File: src/io_expander_cfg.svh
/*
 * Constants for the serial I/O expander slave: bus address, register slots,
 * reset values, timing counts.
 * Assumes a 40 MHz system clock; included by its bare name.
 */
`ifndef IO_EXPANDER_CFG_SVH
`define IO_EXPANDER_CFG_SVH

`define ADDR_UPPER6 6'h11
`define SLOT_INPUT 2'h0
`define SLOT_OUTPUT 2'h1
`define SLOT_POLARITY 2'h2
`define SLOT_CONFIG 2'h3
`define CMD_AUTO_BIT 7
`define CMD_RESET 8'h00
`define OUTPUT_RESET 8'hff
`define POLARITY_RESET 8'h00
`define CONFIG_RESET 8'hff
`define CLK_PERIOD_NS 25
`define IRQ_VALID_DELAY_NS 4000
`define IRQ_VALID_CYCLES (`IRQ_VALID_DELAY_NS / `CLK_PERIOD_NS)
`define FIFO_DEPTH 32

`endif

File: src/io_expander_pkg.sv
/*
 * Types shared by the I/O expander slave and its receive buffer.
 * Assumes the constants header is available.
 */
`default_nettype none

package io_expander_pkg;

    typedef enum logic [5:0] {
        ST_IDLE = 6'h01,
        ST_ADDR = 6'h02,
        ST_CMD = 6'h04,
        ST_WDATA = 6'h08,
        ST_RDATA = 6'h10,
        ST_SKIP = 6'h20
    } bus_state_e;

    typedef struct packed {
        logic [7:0] data;
        logic is_cmd;
    } rx_word_s;

endpackage

`default_nettype wire

File: src/io_expander_i2c_slave_ctrl.sv
/*
 * Serial-bus slave of a 24-bit I/O expander: address match, command pointer,
 * port registers, change interrupt; received bytes pass a small FIFO.
 * Assumes SCL/SDA/pins are asynchronous and pass two flops; rst_i combines
 * power-on reset and the synchronised reset pin.
 */
//
// Contract
// - Answer only at 7-bit address 0x22 (select low) or 0x23 (select high).
// - Address LSB 1 means read from device, 0 means write.
// - Power-on reset holds everything at defaults until released.
// - Reset pin low forces registers and bus machine to defaults.
// - Any edge on an input pin asserts interrupt after valid delay.
// - Interrupt clears on return to captured level or input-port read.
// - Read clear takes effect at rising SCL of the ack bit.
// - Output pins never interrupt; foreign bus traffic leaves interrupt alone.
// - Output-to-input change may interrupt if pin differs from captured input.
// - Interrupt is open drain: pulls low only, never drives high.
// - Write: address with 0, command byte, then any number of stored bytes.
// - Four groups of three registers; stepping wraps port 2 to 0.
// - Read: write command, repeated start, address with 1, data returned.
// - Repeated start keeps pointer at the register then being accessed.
// - With auto-step set, further read bytes come from the next register of the group.
// - Pin levels sampled into read register at rising ack clock edge.
// - First byte after write address is the command, stored in control.
// - Auto-step flag set: low pointer bits step, skipping reserved slots.
// - Auto-step flag clear: pointer stays fixed.
// - Control register resets to 00 hex.
// - Input registers return pin levels, read only.
// - Output registers read back the latch, drive only output pins.
// - Polarity bit 1 inverts the input value.
// - Configuration 1 is input, 0 is output; reset to ones.
`timescale 1ns/1ps
`default_nettype none
`include "io_expander_cfg.svh"

////////////////////////////////////////////////////////////////////////////////
module rx_fifo #(
    parameter int WIDTH = 9,
    parameter int DEPTH = 32
) (
    input wire logic clock_i,          // System clock
    input wire logic rst_i,            // Synchronous reset
    input wire logic [WIDTH-1:0] wr_data_i, // Write word
    input wire logic wr_valid_i,       // Write request
    output logic wr_ready_o,           // Not full
    output logic [WIDTH-1:0] rd_data_o, // Head word
    output logic rd_valid_o,           // Not empty
    input wire logic rd_ready_i        // Pop
);
    localparam int AW = $clog2(DEPTH);
    logic [WIDTH-1:0] mem_ff [DEPTH];
    logic [AW:0] wp_ff;
    logic [AW:0] rp_ff;
    wire full = (wp_ff[AW] != rp_ff[AW]) && (wp_ff[AW-1:0] == rp_ff[AW-1:0]);
    wire empty = (wp_ff == rp_ff);
    wire push = wr_valid_i && !full;
    wire pop = rd_ready_i && !empty;
    assign wr_ready_o = !full;
    assign rd_valid_o = !empty;
    assign rd_data_o = mem_ff[rp_ff[AW-1:0]];

    always_ff @(posedge clock_i)
    begin
        if (push)
        begin
            mem_ff[wp_ff[AW-1:0]] <= wr_data_i;
        end
    end

    always_ff @(posedge clock_i)
    begin
        if (rst_i)
        begin
            wp_ff <= '0;
            rp_ff <= '0;
        end
        else
        begin
            wp_ff <= wp_ff + (AW+1)'(push);
            rp_ff <= rp_ff + (AW+1)'(pop);
        end
    end
endmodule // rx_fifo

////////////////////////////////////////////////////////////////////////////////
module io_expander_i2c_slave_ctrl
    import io_expander_pkg::*;
#(
    parameter int PORTS = 3,
    parameter int IRQ_CYCLES = `IRQ_VALID_CYCLES
) (
    input wire logic clock_i,          // 40 MHz system clock
    input wire logic rst_i,            // Power-on or reset pin, active high
    input wire logic scl_i,            // Bus clock pin
    input wire logic sda_i,            // Bus data pin level
    output logic sda_o,                // Bus data drive value, always 0
    output logic sda_oe_n_o,           // Low while pulling SDA low
    input wire logic addr_sel_i,       // Address select pin
    input wire logic [8*PORTS-1:0] port_pins_i,  // Port pin levels
    output logic [8*PORTS-1:0] port_pins_o,      // Port drive values
    output logic [8*PORTS-1:0] port_pins_oe_n_o, // Low where pin is output
    output logic irq_n_o,              // Interrupt drive value, always 0
    output logic irq_oe_n_o            // Low while interrupt pulled
);
    localparam int NB = 8 * PORTS;

    function automatic logic [1:0] next_port(input logic [1:0] p);
        next_port = (p == 2'(PORTS - 1)) ? 2'h0 : p + 2'h1;
    endfunction

    // Two-flop synchronisers
    logic [2:0] s1_ff;
    logic [2:0] s2_ff;
    logic [NB-1:0] p1_ff;
    logic [NB-1:0] p2_ff;
    logic scl_d_ff;
    logic sda_d_ff;
    always_ff @(posedge clock_i)
    begin
        s1_ff <= {addr_sel_i, sda_i, scl_i};
        s2_ff <= s1_ff;
        p1_ff <= port_pins_i;
        p2_ff <= p1_ff;
        scl_d_ff <= s2_ff[0];
        sda_d_ff <= s2_ff[1];
    end
    wire scl = s2_ff[0];
    wire sda = s2_ff[1];
    wire scl_rise = scl && !scl_d_ff;
    wire scl_fall = !scl && scl_d_ff;
    wire start_cond = scl && scl_d_ff && sda_d_ff && !sda;
    wire stop_cond = scl && scl_d_ff && !sda_d_ff && sda;

    ////////////////////////////////////////////////////////////////////////////
    bus_state_e state_ff;
    bus_state_e nxt_state;
    logic [3:0] bit_ff;
    logic [7:0] shift_ff;
    logic [7:0] cmd_ff;
    logic in_ack_ff;
    logic drive_low_ff;
    logic [NB-1:0] out_ff;
    logic [NB-1:0] pol_ff;
    logic [NB-1:0] cfg_ff;
    logic [NB-1:0] in_cap_ff;
    logic rd_nack_ff;
    logic addr_ack_ff;

    wire [1:0] ptr = cmd_ff[1:0];
    wire [1:0] grp = cmd_ff[3:2];
    wire auto_step_flag = cmd_ff[`CMD_AUTO_BIT];
    wire [1:0] ptr_step = auto_step_flag ? next_port(ptr) : ptr;
    wire [NB-1:0] in_view = in_cap_ff ^ pol_ff;
    wire [NB-1:0] sel_vec = (grp == `SLOT_INPUT) ? in_view :
                            (grp == `SLOT_OUTPUT) ? out_ff :
                            (grp == `SLOT_POLARITY) ? pol_ff : cfg_ff;
    wire [7:0] rd_byte = sel_vec[ptr*8 +: 8];
    wire [7:0] rx_byte = {shift_ff[6:0], sda};
    wire addr_hit = (rx_byte[7:2] == `ADDR_UPPER6) && (rx_byte[1] == s2_ff[2]);
    wire byte_done = scl_rise && (bit_ff == 4'd7) && !in_ack_ff;
    wire ack_rise = scl_rise && in_ack_ff;
    wire read_ack = ack_rise && (state_ff == ST_RDATA) && !addr_ack_ff;
    wire rd_input = read_ack && (grp == `SLOT_INPUT);

    // Received command/data bytes queue up; writes retire one per cycle
    rx_word_s fifo_in;
    rx_word_s fifo_out;
    logic fifo_wr_ready;
    logic fifo_rd_valid;
    assign fifo_in = '{data: rx_byte, is_cmd: (state_ff == ST_CMD)};
    wire fifo_push = byte_done && fifo_wr_ready &&
                     ((state_ff == ST_CMD) || (state_ff == ST_WDATA));
    rx_fifo #(.WIDTH($bits(rx_word_s)), .DEPTH(`FIFO_DEPTH)) u_rx_fifo (
        .clock_i(clock_i),
        .rst_i(rst_i),
        .wr_data_i(fifo_in),
        .wr_valid_i(fifo_push),
        .wr_ready_o(fifo_wr_ready),
        .rd_data_o(fifo_out),
        .rd_valid_o(fifo_rd_valid),
        .rd_ready_i(!read_ack)
    );
    // Pointer is updated by the read path too; stall retirement on that cycle
    wire retire = fifo_rd_valid && !read_ack;

    always_comb
    begin
        nxt_state = state_ff;
        case (state_ff)
            ST_IDLE: nxt_state = ST_IDLE;
            ST_ADDR:
                if (byte_done)
                    nxt_state = !addr_hit ? ST_SKIP : (rx_byte[0] ? ST_RDATA : ST_CMD);
            ST_CMD: if (byte_done) nxt_state = ST_WDATA;
            ST_WDATA: nxt_state = ST_WDATA;
            ST_RDATA: if (read_ack && sda) nxt_state = ST_SKIP;
            ST_SKIP: nxt_state = ST_SKIP;
            default: nxt_state = ST_IDLE;
        endcase
        if (start_cond)
            nxt_state = ST_ADDR;
        else if (stop_cond)
            nxt_state = ST_IDLE;
    end

    always_ff @(posedge clock_i)
    begin
        if (rst_i)
        begin
            state_ff <= ST_IDLE;
            bit_ff <= 4'h0;
            shift_ff <= 8'h00;
            in_ack_ff <= 1'b0;
            drive_low_ff <= 1'b0;
        end
        else
        begin
            state_ff <= nxt_state;
            if (start_cond || stop_cond)
            begin
                bit_ff <= 4'h0;
                in_ack_ff <= 1'b0;
                drive_low_ff <= 1'b0;
            end
            else if (scl_rise && !in_ack_ff)
            begin
                shift_ff <= rx_byte;
                bit_ff <= bit_ff + 4'h1;
                if (bit_ff == 4'd7)
                begin
                    in_ack_ff <= 1'b1;
                    bit_ff <= 4'h0;
                end
            end
            else if (ack_rise)
            begin
                in_ack_ff <= 1'b0;
            end
            if (scl_fall)
            begin
                if (in_ack_ff && (addr_ack_ff || state_ff == ST_WDATA))
                    drive_low_ff <= 1'b1; // Ack for address hit or written byte
                else if (!in_ack_ff && state_ff == ST_RDATA)
                    drive_low_ff <= !rd_byte[7 - bit_ff[2:0]];
                else
                    drive_low_ff <= 1'b0;
            end
        end
    end

    // Address acknowledge of a matched frame: the slave drives it, and in a
    // read it is not a data acknowledge, so the pointer must not step on it
    always_ff @(posedge clock_i)
    begin
        if (rst_i || start_cond || stop_cond || ack_rise)
        begin
            addr_ack_ff <= 1'b0;
        end
        else if (byte_done && (state_ff == ST_ADDR) && addr_hit)
        begin
            addr_ack_ff <= 1'b1;
        end
    end

    ////////////////////////////////////////////////////////////////////////////
    // Command and register file
    always_ff @(posedge clock_i)
    begin
        if (rst_i)
        begin
            cmd_ff <= `CMD_RESET;
            out_ff <= {PORTS{`OUTPUT_RESET}};
            pol_ff <= {PORTS{`POLARITY_RESET}};
            cfg_ff <= {PORTS{`CONFIG_RESET}};
        end
        else if (read_ack)
        begin
            cmd_ff[1:0] <= ptr_step;
        end
        else if (retire)
        begin
            if (fifo_out.is_cmd)
                cmd_ff <= fifo_out.data;
            else
            begin
                case (grp)
                    `SLOT_OUTPUT: out_ff[ptr*8 +: 8] <= fifo_out.data;
                    `SLOT_POLARITY: pol_ff[ptr*8 +: 8] <= fifo_out.data;
                    `SLOT_CONFIG: cfg_ff[ptr*8 +: 8] <= fifo_out.data;
                    default: ;
                endcase
                cmd_ff[1:0] <= ptr_step;
            end
        end
    end

    // Input register holds raw pin levels, taken at reset release and at each
    // input-port read ack; polarity applies only on the way out, so a
    // polarity write never looks like a pin edge.
    localparam int DW = $clog2(IRQ_CYCLES + 1);
    logic [DW-1:0] dly_ff;
    logic irq_ff;
    wire [NB-1:0] is_input = cfg_ff;
    wire [NB-1:0] diff = (p2_ff ^ in_cap_ff) & is_input;
    logic [NB-1:0] rd_mask;
    always_comb
    begin
        rd_mask = '0;
        rd_mask[ptr*8 +: 8] = 8'hff;
    end

    always_ff @(posedge clock_i)
    begin
        if (rst_i)
            rd_nack_ff <= 1'b1;
        else
            rd_nack_ff <= 1'b0;
        if (rd_nack_ff || rd_input)
            in_cap_ff <= rd_nack_ff ? p2_ff :
                         ((in_cap_ff & ~rd_mask) | (p2_ff & rd_mask));
    end

    // Interrupt stands while any input differs from its captured level;
    // assertion waits the valid delay so a brief glitch can not flag.
    wire any_diff = |diff;
    always_ff @(posedge clock_i)
    begin
        if (rst_i)
        begin
            dly_ff <= '0;
            irq_ff <= 1'b0;
        end
        else if (!any_diff || rd_input)
        begin
            dly_ff <= '0;
            irq_ff <= 1'b0;
        end
        else if (dly_ff < DW'(IRQ_CYCLES))
            dly_ff <= dly_ff + DW'(1);
        else
            irq_ff <= 1'b1;
    end

    ////////////////////////////////////////////////////////////////////////////
    always_ff @(posedge clock_i)
    begin
        if (rst_i)
        begin
            sda_oe_n_o <= 1'b1;
            irq_oe_n_o <= 1'b1;
            port_pins_o <= {PORTS{`OUTPUT_RESET}};
            port_pins_oe_n_o <= {PORTS{`CONFIG_RESET}};
        end
        else
        begin
            sda_oe_n_o <= !drive_low_ff;
            irq_oe_n_o <= !irq_ff;
            port_pins_o <= out_ff;
            port_pins_oe_n_o <= cfg_ff;
        end
    end
    always_ff @(posedge clock_i)
    begin
        sda_o <= 1'b0;
        irq_n_o <= 1'b0;
    end
endmodule // io_expander_i2c_slave_ctrl

`default_nettype wire

File: config.mk
export PLATFORM = sky130hd
export DESIGN_NAME = io_expander_i2c_slave_ctrl
export DESIGN_NICKNAME = d
export VERILOG_FILES = /design/src/io_expander_pkg.sv /design/src/io_expander_i2c_slave_ctrl.sv
export VERILOG_INCLUDE_DIRS = /design/src
export SDC_FILE = /design/constraint.sdc
export NUM_CORES = 1
export LEC_CHECK = 0
export BUFFER_PORTS_ARGS = -buffer_cell sky130_fd_sc_hd__buf_2
export CAP_MARGIN = 25
export CORE_MARGIN = 8
export CORE_UTILIZATION = 55
export CTS_CLUSTER_DIAMETER = 60
export DETAILED_ROUTE_END_ITERATION = 10
export HOLD_SLACK_MARGIN = 0.08
export PLACE_DENSITY = 0.71
export SKIP_CTS_REPAIR_TIMING = 1
export SYNTH_ARGS = -nofsm -noshare
export SYNTH_HDL_FRONTEND = slang
export SYNTH_SLANG_ARGS = --single-unit
File: constraint.sdc
create_clock -name clock_i -period 3 [get_ports clock_i]
set_input_delay 0.3 -clock clock_i [delete_from_list [all_inputs] [get_ports clock_i]]
set_output_delay 0.3 -clock clock_i [all_outputs]
set_load 0.005 [all_outputs]
## Word-level counts from Yosys, hierarchy flattened

Memory sizes are Yosys's and may differ from the RTL's. A register that Yosys moved wholly into a read port is not among the register bits.
Index checks and enable logic that the tools add are counted.

| word-level totals | value |
|---|---|
| bits in registers | 252 |
| memories kept | 1 |
| output and inout port bits | 52 |
| RAM bits | 288 |

| operators by class | value |
|---|---|
| equal/unequal tests | 22 |
| $lt $le $gt $ge | 2 |
| shift operators | 4 |
| muxes and demuxes | 34 |
| add/sub/neg operators | 7 |
| reduce and logical (&&, ||, !) cells | 62 |
| bitwise logic cells | 11 |

Memory list:

| memory | words | bits a word | read ports | clocked after Yosys merged registers in | write ports | line | source |
|---|---|---|---|---|---|---|---|
| u_rx_fifo.mem_ff | 32 | 9 | 1 | 1 | 1 | io_expander_i2c_slave_ctrl.sv:52 | `logic [WIDTH-1:0] mem_ff [DEPTH];` |

Operators by type and width:

| cell | number |
|---|---|
| $and 24x24->24 | 4 |
| $mux 24 | 4 |
| $bwmux 24 | 3 |
| $xor 24x24->24 | 2 |
| $neg 5->34 | 1 |
| $shift 8x34->24 const A | 1 |
| $shiftx 8x34->24 | 1 |
| $shiftx 8x34->24 const A | 1 |
| $lt 32x4->1 const B | 1 |
| $pmux 6 s5 | 1 |
| $logic_and 1x1->1 | 25 |
| $mux 6 | 4 |
| $not 24->24 | 1 |
| $or 24x24->24 | 1 |
| $reduce_or 24->1 | 1 |
| $shiftx 24x6->8 | 1 |
| $mux 2 | 7 |
| $logic_not 1->1 | 13 |
| $add 6x1->6 | 2 |
| $eq 6x5->1 const B | 2 |
| $reduce_and 4->1 | 3 |
| $mux 1 | 11 |
| $mux 5 | 2 |
| $reduce_and 3->1 | 3 |
| 29 further kinds | 47 |

## Depth between registers and ports, before layout

Gate-level depths: netlist of the first run.

| depth | value |
|---|---|
| word-level depth | 11 |
| mapped depth | 11 |
| mapped depth without buffers | 9 |

## By module

A second synthesis of the first run with hierarchy kept.

| second synthesis, totals | value |
|---|---|
| cell total of the unflattened synthesis | 1468 |
| area total of the unflattened synthesis | 21346.7 µm² |

By module, submodules not included:

| module | instances | area each (µm²) | seq. area each (µm²) | cells each |
|---|---|---|---|---|
| rx_fifo | 1 | 12095.4 | 8888.5 | 568 |
| io_expander_i2c_slave_ctrl | 1 | 9251.4 | 4984.8 | 900 |

## Least setup slack after synthesis of the first run

Ideal clock, no wire load.

| timing | value |
|---|---|
| kind | register to register |
| start point | reg bit_ff[2] |
| end point | mem u_rx_fifo.mem_ff[0][0] (enable) |
| arrival time | 2.183 ns |
| period minus slack after synthesis | 2.557 ns |
| data required time | 2.626 ns |
| path slack | 0.443 ns |
| cell stages (with the launch flop) | 9 |
| cells stage by stage | dfxtp_1 > clkbuf_1 > nand2_1 > nor4_1 > o311a_1 > nor2b_1 > nand2b_1 > clkbuf_1 > nor2_1 |

| between the ends | value |
|---|---|
| word-level cells in the longest chain between the ends | 8 |

Ends and longest elaborated chain:

| item | line | source |
|---|---|---|
| from (decl) | io_expander_i2c_slave_ctrl.sv:138 | `logic [3:0] bit_ff;` |
| from (signal assigned) | io_expander_i2c_slave_ctrl.sv:229 | `bit_ff <= bit_ff + 4'h1;` |
| $eq 4x3->1 | io_expander_i2c_slave_ctrl.sv:161 | `wire byte_done = scl_rise && (bit_ff == 4'd7) && !in_ack_ff;` |
| $logic_and 1x1->1 (2 in a row) | io_expander_i2c_slave_ctrl.sv:161 |  |
| $logic_and 1x1->1 (2 in a row) | io_expander_i2c_slave_ctrl.sv:172 | `wire fifo_push = byte_done && fifo_wr_ready &&` |
| $logic_and 1x1->1 | io_expander_i2c_slave_ctrl.sv:57 | `wire push = wr_valid_i && !full;` |
| $mux 1 | io_expander_i2c_slave_ctrl.sv:65 | `if (push)` |
| $mux 1 (implied by the code) | io_expander_i2c_slave_ctrl.sv:67 | `mem_ff[wp_ff[AW-1:0]] <= wr_data_i;` |
| to (decl) | io_expander_i2c_slave_ctrl.sv:52 |  |

No other way between the ends.

## Final worst setup path of the first run

| timing | value |
|---|---|
| start point | reg state_ff[0] |
| end point | mem u_rx_fifo.mem_ff[5][1] (enable) |

| between the ends | value |
|---|---|
| word-level cells in the longest chain between the ends | 6 |
| elaborated cells on any way between the ends | 7 |
| those cells by class | eq/ne (2); mux (2); reduce/logical (3) |

Ends and longest elaborated chain:

| item | line | source |
|---|---|---|
| from (decl) | io_expander_i2c_slave_ctrl.sv:136 | `bus_state_e state_ff;` |
| from (signal assigned) | io_expander_i2c_slave_ctrl.sv:219 | `state_ff <= nxt_state;` |
| $eq 6x3->1 / $eq 6x4->1 (equally long branches) | io_expander_i2c_slave_ctrl.sv:173 | `((state_ff == ST_CMD) \|\| (state_ff == ST_WDATA));` |
| $logic_or 1x1->1 (*) | io_expander_i2c_slave_ctrl.sv:173 |  |
| $logic_and 1x1->1 (*) | io_expander_i2c_slave_ctrl.sv:172 |  |
| $logic_and 1x1->1 (*) | io_expander_i2c_slave_ctrl.sv:57 |  |
| $mux 1 (*) | io_expander_i2c_slave_ctrl.sv:65 |  |
| $mux 1 (implied by the code) (*) | io_expander_i2c_slave_ctrl.sv:67 |  |

Every way passes the cells marked *; elsewhere a longest branch is shown, timed or not.

==> impl_metrics.toml, run 1 <==
[outcome]
outcome = "completed"

[critical_path]
cp-end-kind = "flop"
slowest_stage = "nor2_1"
required_ps = 3220
r2r_setup_slack_ps = 200
start_kind = "flop"
path_depth = 7
reg2regPathDepth = 7
crit_chain = "or4_1 -> nor2_1 -> o311a_1 -> buf_4 -> nand3b_1 -> buf_4 -> nor2_1"
cp_max_fo = 9
timing.rr.end = "u_rx_fifo.mem_ff[5][1]$_DFFE_PP_"
worst-setup-path-type = "reg -> reg"
crit_family = "simple AND/OR/NAND/NOR gates"
crit_buf_inv = 2
crit-reg2reg-launch = "state_ff[0]$_SDFFE_PP1P_"
crit_arrival_ps = 3030
max_stage_delay_ps = 710

[cells_and_area]
drive_gt1_frac = 0.241
multi_input_area_sq_mm = 0.00684
syn_to_final_growth_pct = 15.4
final_nets = 1648
fill_cells = 2834
layout_commonest_cell = "edfxtp_1"
seq_area_sq_mm = 0.0139
finalInstanceArea_sq_mm = 0.0245
mostFrequentLayoutCells = "312 x edfxtp_1, 222 x dfxtp_1, 142 x nor2_1"
finalCoreUtilization = 0.638
num_antenna_cells = 0

[yosys]
synth_cell_type_count = 77
ys_seq_area_frac = 0.654
yosysWarnings = 0
synth_top_flop_cell = "edfxtp_1"
syn-cell-area_sq_mm = 0.0212
avgSynthCellArea_sq_um = 14.6
synthArstFlopShare = 0
syn_inst = 1458
ys_ff_latch = 537
synth-edff-count = 312

[clocking]
clockBufferDepth = 3
cts_root_buf = "clkbuf_16"
cts_tree = "yes"
cts_made_buffers = 53
cts.sinks = 537
clk_latency_ps = 610
clk_pin_slew_worst_paths_ps = 60
htree_levels = 2

[floorplanning]
die_w_um = 212
rows = 72
core_area_sq_mm = 0.0384
chipHeight_um = 212
ios = 81
start_util = 0.553
die_area_sq_mm = 0.0451

[sta]
finalSetupTns_ps = 0
setup_viol = 0
worst_slack_ps = 197
rsz0062_at_grt = "false"
fmax_mhz = 357
min_period_ps = 2800
slew_headroom = 0.336
worst_pin_slew_ps = 995
skew_ps = 16.3
drv_slew = 0
fin_crit_sh = 0.934
finalHoldViolCount = 0

[worst_hold_path]
whs_path_depth = 2
hold_end = "pol_ff[1]$_SDFFE_PP0P_"
hold_path_class = "in -> reg"
min_from = "rst_i"

[routing]
firstDrtPassIters = 5
wirelength_mm = 49.0
drc = 0
antenna_left = 0
initialDrtViolationCount = 1157
viasPerCell = 5.81
routedWlPerCell_um = 22.5
vias = 12619

[power]
p_leak_nw = 8.14
ir_drop_mv = 0.537
total_power_w = 0.0159
power_density_mw_per_mm2 = 649

[placed_design]
pre_cts_slack_ps = 220
gp_congestion = 0.889
hpwl_mm = 32.5
placed_area_sq_mm = 0.0224
portBuffers = 78

[grt]
grt_pass1_wl_mm = 74.3
antenna_found_initial = 1
overflow = 0
grt_pass1_vias = 12522
grt_start_max_net_pins = 86
gr-usage-all-layers = 0.216

[run]
cap_violations = 0
synthesized netlist by cell type, drive strengths merged (3+ instances only):
master | n | area share
nor2 | 143 | 0.025
xnor2 | 36 | 0.015
clkbuf | 34 | 0.0060
mux2 | 9 | 0.0048
o31a | 3 | 0.0012
nor4 | 14 | 0.0044
mux4 | 76 | 0.081
o22a | 5 | 0.0021
a31oi | 4 | 0.0012
or3b | 9 | 0.0037
nand3 | 16 | 0.0040
buf | 43 | 0.016
inv | 13 | 0.0023
a211o | 48 | 0.020
nand4 | 8 | 0.0024
mux2i | 47 | 0.022
o21ai | 11 | 0.0026
dfxtp | 225 | 0.21
nor3 | 10 | 0.0026
or2 | 52 | 0.015
a22oi | 15 | 0.0055
nand3b | 7 | 0.0027
o2111ai | 15 | 0.0062
a2111oi | 3 | 0.0018
xor2 | 40 | 0.017
a21oi | 21 | 0.0094
or4 | 4 | 0.0016
ha | 9 | 0.0053
nand2 | 40 | 0.0071
and3 | 7 | 0.0021
edfxtp | 312 | 0.44
o31ai | 4 | 0.0014
nand2b | 14 | 0.0041
or3 | 9 | 0.0027
nor2b | 86 | 0.025
o22ai | 34 | 0.010
layer usage:
layer,vias to the layer above,routed length (um),share of wire,global-route usage
met5,-,0,0,0
met4,0,1480,0.030,0.0771
met3,96,2950,0.060,0.0388
met2,426,24200,0.49,0.357
met1,6320,20400,0.42,0.285
li1,5777,-,-,-
cell type report:
type	instances	share of cell area
Clock buffer	66	0.0594
Clock inverter	34	0.0154
Inverter	14	0.00214
Multi-Input combinational cell	831	0.279
Sequential cell	537	0.566
Tap cell	518	0.0265
Timing Repair Buffer	173	0.0510
report_power, final:
| group | internal (W) | leakage, nW | switching, W |
|---|---|---|---|
| Sequential | 0.00781 | 4.68 | 0.0000692 |
| Clock | 0.00400 | 0.886 | 0.00287 |
| Combinational | 0.000554 | 2.58 | 0.000591 |
registers in the layout, summed over array words and instances, names as in the netlist, 3 cells and up, named ones only:
signal            count
p1_ff                24
bit_ff                4
pol_ff               24
u_rx_fifo.rp_ff       6
cfg_ff               24
port_pins_oe_n_o     24
port_pins_o          24
dly_ff                8
u_rx_fifo.mem_ff    288
p2_ff                24
cmd_ff                5
s2_ff                 3
shift_ff              7
u_rx_fifo.wp_ff       6
state_ff              6
s1_ff                 3
out_ff               24
worst max-delay path by stage:
stage / end / start
6_report: u_rx_fifo.mem_ff[5][1]$_DFFE_PP_ / state_ff[0]$_SDFFE_PP1P_
5_1_grt: u_rx_fifo.mem_ff[2][6]$_DFFE_PP_ / state_ff[0]$_SDFFE_PP1P_
4_1_cts: cfg_ff[9]$_SDFFE_PP1P_ / u_rx_fifo.rp_ff[1]$_SDFF_PP0_
3_5_place_dp: out_ff[17]$_SDFFE_PP1P_ / u_rx_fifo.rp_ff[1]$_SDFF_PP0_
3_3_place_gp: u_rx_fifo.mem_ff[18][7]$_DFFE_PP_ / state_ff[0]$_SDFFE_PP1P_
2_1_floorplan: u_rx_fifo.mem_ff[0][0]$_DFFE_PP_ / bit_ff[2]$_SDFFE_PP0P_
kinds of logic after synthesis:
| family | synth area share |
|---|---|
| compound gates | 0.0701 |
| flops | 0.654 |
| fa+ha+maj | 0.00531 |
| buf+inv | 0.0245 |
| mux | 0.108 |
| simple gates | 0.107 |
| other cells | 0.000177 |
| xor+xnor | 0.0314 |
per-stage QoR:
| step | hold slack (ps) | cells |
|---|---|---|
| after floorplan | 310 | 1459 |
| after global placement | 312 | 2046 |
| after detailed placement | 312 | 2046 |
| after CTS | -231 | 2146 |
| after global routing | 288 | 2173 |
| final | 277 | 2173 |
Note: power is estimated with default switching activity, not from simulation.
==> run 2, diff against run 1 <==
RECOVER_POWER = 25   (was default)
==> impl_metrics.toml, run 2 (same netlist as run 1, synthesis figures left out) <==
[grt]
overflow = 0
grt_pass1_wl_mm = 74.3
antenna_found_initial = 1
gr-usage-all-layers = 0.216
grt_pass1_vias = 12522
grt_start_max_net_pins = 86

[clocking]
cts_tree = "yes"
clk_pin_slew_worst_paths_ps = 60
clk_latency_ps = 600
clockBufferDepth = 3
cts_made_buffers = 53
cts_root_buf = "clkbuf_16"
htree_levels = 2
cts.sinks = 537

[routing]
initialDrtViolationCount = 1102
antenna_left = 0
vias = 12650
firstDrtPassIters = 8
routedWlPerCell_um = 22.5
wirelength_mm = 49.0
drc = 0
viasPerCell = 5.82

[floorplanning]
chipHeight_um = 212
core_area_sq_mm = 0.0384
rows = 72
die_area_sq_mm = 0.0451
start_util = 0.553
ios = 81
die_w_um = 212

[cells_and_area]
syn_to_final_growth_pct = 15.3
drive_gt1_frac = 0.239
num_antenna_cells = 0
fill_cells = 2837
finalCoreUtilization = 0.638
largest_reg_flops = 288
mostFrequentLayoutCells = "312 x edfxtp_1, 222 x dfxtp_1, 142 x nor2_1"
layout_commonest_cell = "edfxtp_1"
final_nets = 1648

[critical_path]
crit_chain = "or4_1 -> nor2_1 -> o311a_1 -> buf_4 -> nand3b_1 -> buf_4 -> nor2_1"
max_stage_delay_ps = 700
worst-setup-path-type = "reg -> reg"
worstSetupStartpoint = "state_ff[0]$_SDFFE_PP1P_"
crit-reg2reg-launch = "state_ff[0]$_SDFFE_PP1P_"
start_kind = "flop"
cp_max_fo = 9
required_ps = 3220
reg2regPathDepth = 7
r2r_setup_slack_ps = 200
cp-end-kind = "flop"
slowest_stage = "nor2_1"
crit_arrival_ps = 3020
timing.rr.end = "u_rx_fifo.mem_ff[5][1]$_DFFE_PP_"

[sta]
setup_viol = 0
rsz0062_at_grt = "false"
skew_ps = 16.3
drv_slew = 184
slew_headroom = -0.206
fmax_mhz = 357
worst_slack_ps = 201
finalSetupTns_ps = 0
min_period_ps = 2800
fin_crit_sh = 0.933
finalHoldViolCount = 0
worst_pin_slew_ps = 1810

[power]
clkPwrFrac = 0.432
power_density_mw_per_mm2 = 649
p_comb_frac = 0.072
seqPwrFrac = 0.496
total_power_w = 0.0159
ir_drop_mv = 0.536
intPower_w = 0.0124
p_sw_frac = 0.222
p_switching_w = 0.00352
p_leak_nw = 8.12

[worst_hold_path]
whs_path_depth = 0
hold_end = "p2_ff[7]$_DFF_P_"
hold_path_class = "reg -> reg"
min_from = "p1_ff[7]$_DFF_P_"

[outcome]
outcome = "finished with violations"
violations = "capacitance limit, slew limit"

[placed_design]
hpwl_mm = 32.5
pre_cts_slack_ps = 220
portBuffers = 78
gp_congestion = 0.889

[run]
cap_violations = 4
==> run 2: metrics by stage <==
stage               instance area [sq um]  cells  hold WS (ps)
floorplan                           21200   1459           310
global placement                    22400   2046           312
detailed placement                  22400   2046           312
CTS                                 24200   2146          -231
global route                        24500   2173           318
finish                              24500   2173           323
==> run 2: worst max-delay path by stage <==
stage	to	slack, ps	cells past startpoint
after global placement	u_rx_fifo.mem_ff[18][7]$_DFFE_PP_	300	7
after detailed placement	out_ff[17]$_SDFFE_PP1P_	220	9
after CTS	cfg_ff[9]$_SDFFE_PP1P_	190	8
final	u_rx_fifo.mem_ff[5][1]$_DFFE_PP_	200	7
after global routing	u_rx_fifo.mem_ff[2][6]$_DFFE_PP_	30	7
after floorplan	u_rx_fifo.mem_ff[0][0]$_DFFE_PP_	440	8
==> run 2: layer usage <==
| layer | global-route usage | share of wire |
|---|---|---|
| met1 | 0.285 | 0.41 |
| met2 | 0.357 | 0.49 |
| met3 | 0.0388 | 0.064 |
| met4 | 0.0771 | 0.030 |
| met5 | 0 | 0 |
==> run 2: power by group through the flow <==
stage	Clock [W]	Combinational, W	Sequential (W)
after floorplan	0	0.000895	0.00801
after global placement	0	0.00110	0.00804
after detailed placement	0	0.00111	0.00804
final	0.00687	0.00114	0.00788
after global routing	0.00727	0.00122	0.00789
after CTS	0.00697	0.00112	0.00788
==> run 2: worst max-delay path: cells and delay by family (launching register included) <==
family,cells,cell delay [ps]
and+or+nand+nor,4,1470
AOI/OAI and AO/OA,1,240
DFF,1,360
buffers and inverters,2,350
==> run 2: area by class of cell <==
cell class                 count  area [sq um]  area share
sequential                   537         13900       0.567
multi-input combinational    831          6840       0.279
clock buffer                  66          1460      0.0595
timing repair buffer         173          1220      0.0497
tap                          518           648      0.0265
clock inverter                34           378      0.0154
inverter                      14          52.6     0.00215
==> run 3, diff against run 2 <==
--- a/config.mk
+++ b/config.mk
@@ -11,7 +11,8 @@
 export CORE_MARGIN = 8
-export CORE_UTILIZATION = 55
+export CORE_UTILIZATION = 56
 export CTS_CLUSTER_DIAMETER = 60
 export DETAILED_ROUTE_END_ITERATION = 10
+export GPL_ROUTABILITY_DRIVEN = 1
 export HOLD_SLACK_MARGIN = 0.08
-export PLACE_DENSITY = 0.71
+export PLACE_DENSITY = 0.72
 export RECOVER_POWER = 25
==> constraint.sdc (replaced) <==
create_clock -name clock_i -period 3 [get_ports clock_i]
set_input_delay 0.15 -clock clock_i [delete_from_list [all_inputs] [get_ports clock_i]]
set_output_delay 0.15 -clock clock_i [all_outputs]
set_load 0.005 [all_outputs]
==> impl_metrics.toml, run 3 (same netlist as run 1, synthesis figures left out) <==
[sta]
drv_slew = 177
fmax_mhz = 345
rsz0062_at_grt = "false"
worst_slack_ps = 103
min_period_ps = 2900
skew_ps = 12.0
slew_headroom = -0.187
worst_pin_slew_ps = 1780
fin_crit_sh = 0.966
setup_viol = 0
finalHoldViolCount = 0
finalSetupTns_ps = 0

[clocking]
cts_tree = "yes"
clk_pin_slew_worst_paths_ps = 70
cts_made_buffers = 53
htree_levels = 2
cts.sinks = 537
clk_latency_ps = 590
cts_root_buf = "clkbuf_16"
clockBufferDepth = 3

[grt]
grt_pass1_wl_mm = 74.6
grt_start_max_net_pins = 70
overflow = 0
grt_pass1_vias = 12668
antenna_found_initial = 0
gr-usage-all-layers = 0.217

[floorplanning]
ios = 81
core_area_sq_mm = 0.0375
rows = 71
die_w_um = 211
start_util = 0.566
chipHeight_um = 211
die_area_sq_mm = 0.0444

[cells_and_area]
mostFrequentLayoutCells = "312 x edfxtp_1, 222 x dfxtp_1, 142 x nor2_1"
num_antenna_cells = 0
layout_commonest_cell = "edfxtp_1"
syn_to_final_growth_pct = 15.6
final_nets = 1670
largest_reg_flops = 288
drive_gt1_frac = 0.246
fill_cells = 2692
finalInstanceArea_sq_mm = 0.0245

[outcome]
outcome = "finished with violations"
violations = "capacitance limit, slew limit"

[power]
p_switching_w = 0.00339
ir_drop_mv = 0.576
seqPwrFrac = 0.506
clkPwrFrac = 0.422
p_comb_frac = 0.073
p_sw_frac = 0.217
p_leak_nw = 8.22
intPower_w = 0.0122
power_density_mw_per_mm2 = 637

[critical_path]
cp-end-kind = "flop"
crit-reg2reg-launch = "u_rx_fifo.rp_ff[0]$_SDFF_PP0_"
required_ps = 3470
reg2regPathDepth = 7
crit_arrival_ps = 3370
start_kind = "flop"
worstSetupStartpoint = "u_rx_fifo.rp_ff[0]$_SDFF_PP0_"
cp_max_fo = 29
worst-setup-path-type = "reg -> reg"

[routing]
initialDrtViolationCount = 1088
wirelength_mm = 49.2
antenna_left = 0
routedWlPerCell_um = 22.5
drc = 0
firstDrtPassIters = 6
vias = 12789
viasPerCell = 5.85

[worst_hold_path]
hold_path_class = "in -> reg"
whs_path_depth = 2
min_from = "port_pins_i[14]"

[run]
cap_violations = 5

[placed_design]
pre_cts_slack_ps = 103
hpwl_mm = 32.6
gp_congestion = 0.904
placed_area_sq_mm = 0.0225
portBuffers = 78
-- run 3: per-stage QoR --
stage	hold slack [ps]	total power (W)	cells	utilization
5_1_grt	171	0.0161	2188	0.655
3_3_place_gp	252	0.00914	2059	0.600
6_report	197	0.0156	2188	0.655
4_1_cts	-373	0.0157	2160	0.648
2_1_floorplan	178	0.00890	1459	-
3_5_place_dp	254	0.00917	2060	0.601
-- run 3: final cells by class --
class	count	area (sq um)	share of cell area
Clock inverter	30	235	0.00958
Tap cell	511	639	0.0260
Inverter	14	52.6	0.00214
Clock buffer	70	1540	0.0625
Timing Repair Buffer	195	1360	0.0555
Sequential cell	537	13900	0.565
Multi-Input combinational cell	831	6840	0.279
-- run 3: path summary, 6_finish.rpt --
| kind | end | slack [ps] |
|---|---|---|
| setup / recovery | out_ff[8]$_SDFFE_PP1P_ | 100 |
| hold / removal | p1_ff[14]$_DFF_P_ | 200 |
| setup reg to reg | out_ff[8]$_SDFFE_PP1P_ | 100 |
| hold reg to reg | p2_ff[7]$_DFF_P_ | 330 |
-- run 3: power by group through the flow --
stage          logic (W)  clock network (W)  registers (W)
2_1_floorplan   0.000895                  0        0.00801
3_3_place_gp     0.00107                  0        0.00806
3_5_place_dp     0.00110                  0        0.00806
4_1_cts          0.00111            0.00672        0.00791
5_1_grt          0.00121            0.00701        0.00791
6_report         0.00113            0.00659        0.00791
-- run 3: layer usage --
metal	up-vias	GRT usage	share of wire
met5	-	0	0
met4	0	0.0767	0.032
met3	95	0.0399	0.065
li1	5816	-	-
met1	6427	0.278	0.41
met2	451	0.369	0.50
-- run 3: worst max-delay path, stage by stage, from the launching register on --
cell     delay, ps
dfxtp_4        570
buf_12         290
buf_4          250
mux4_2         530
o22ai_1        360
nor3_2         190
and3_1         260
a211o_1        300
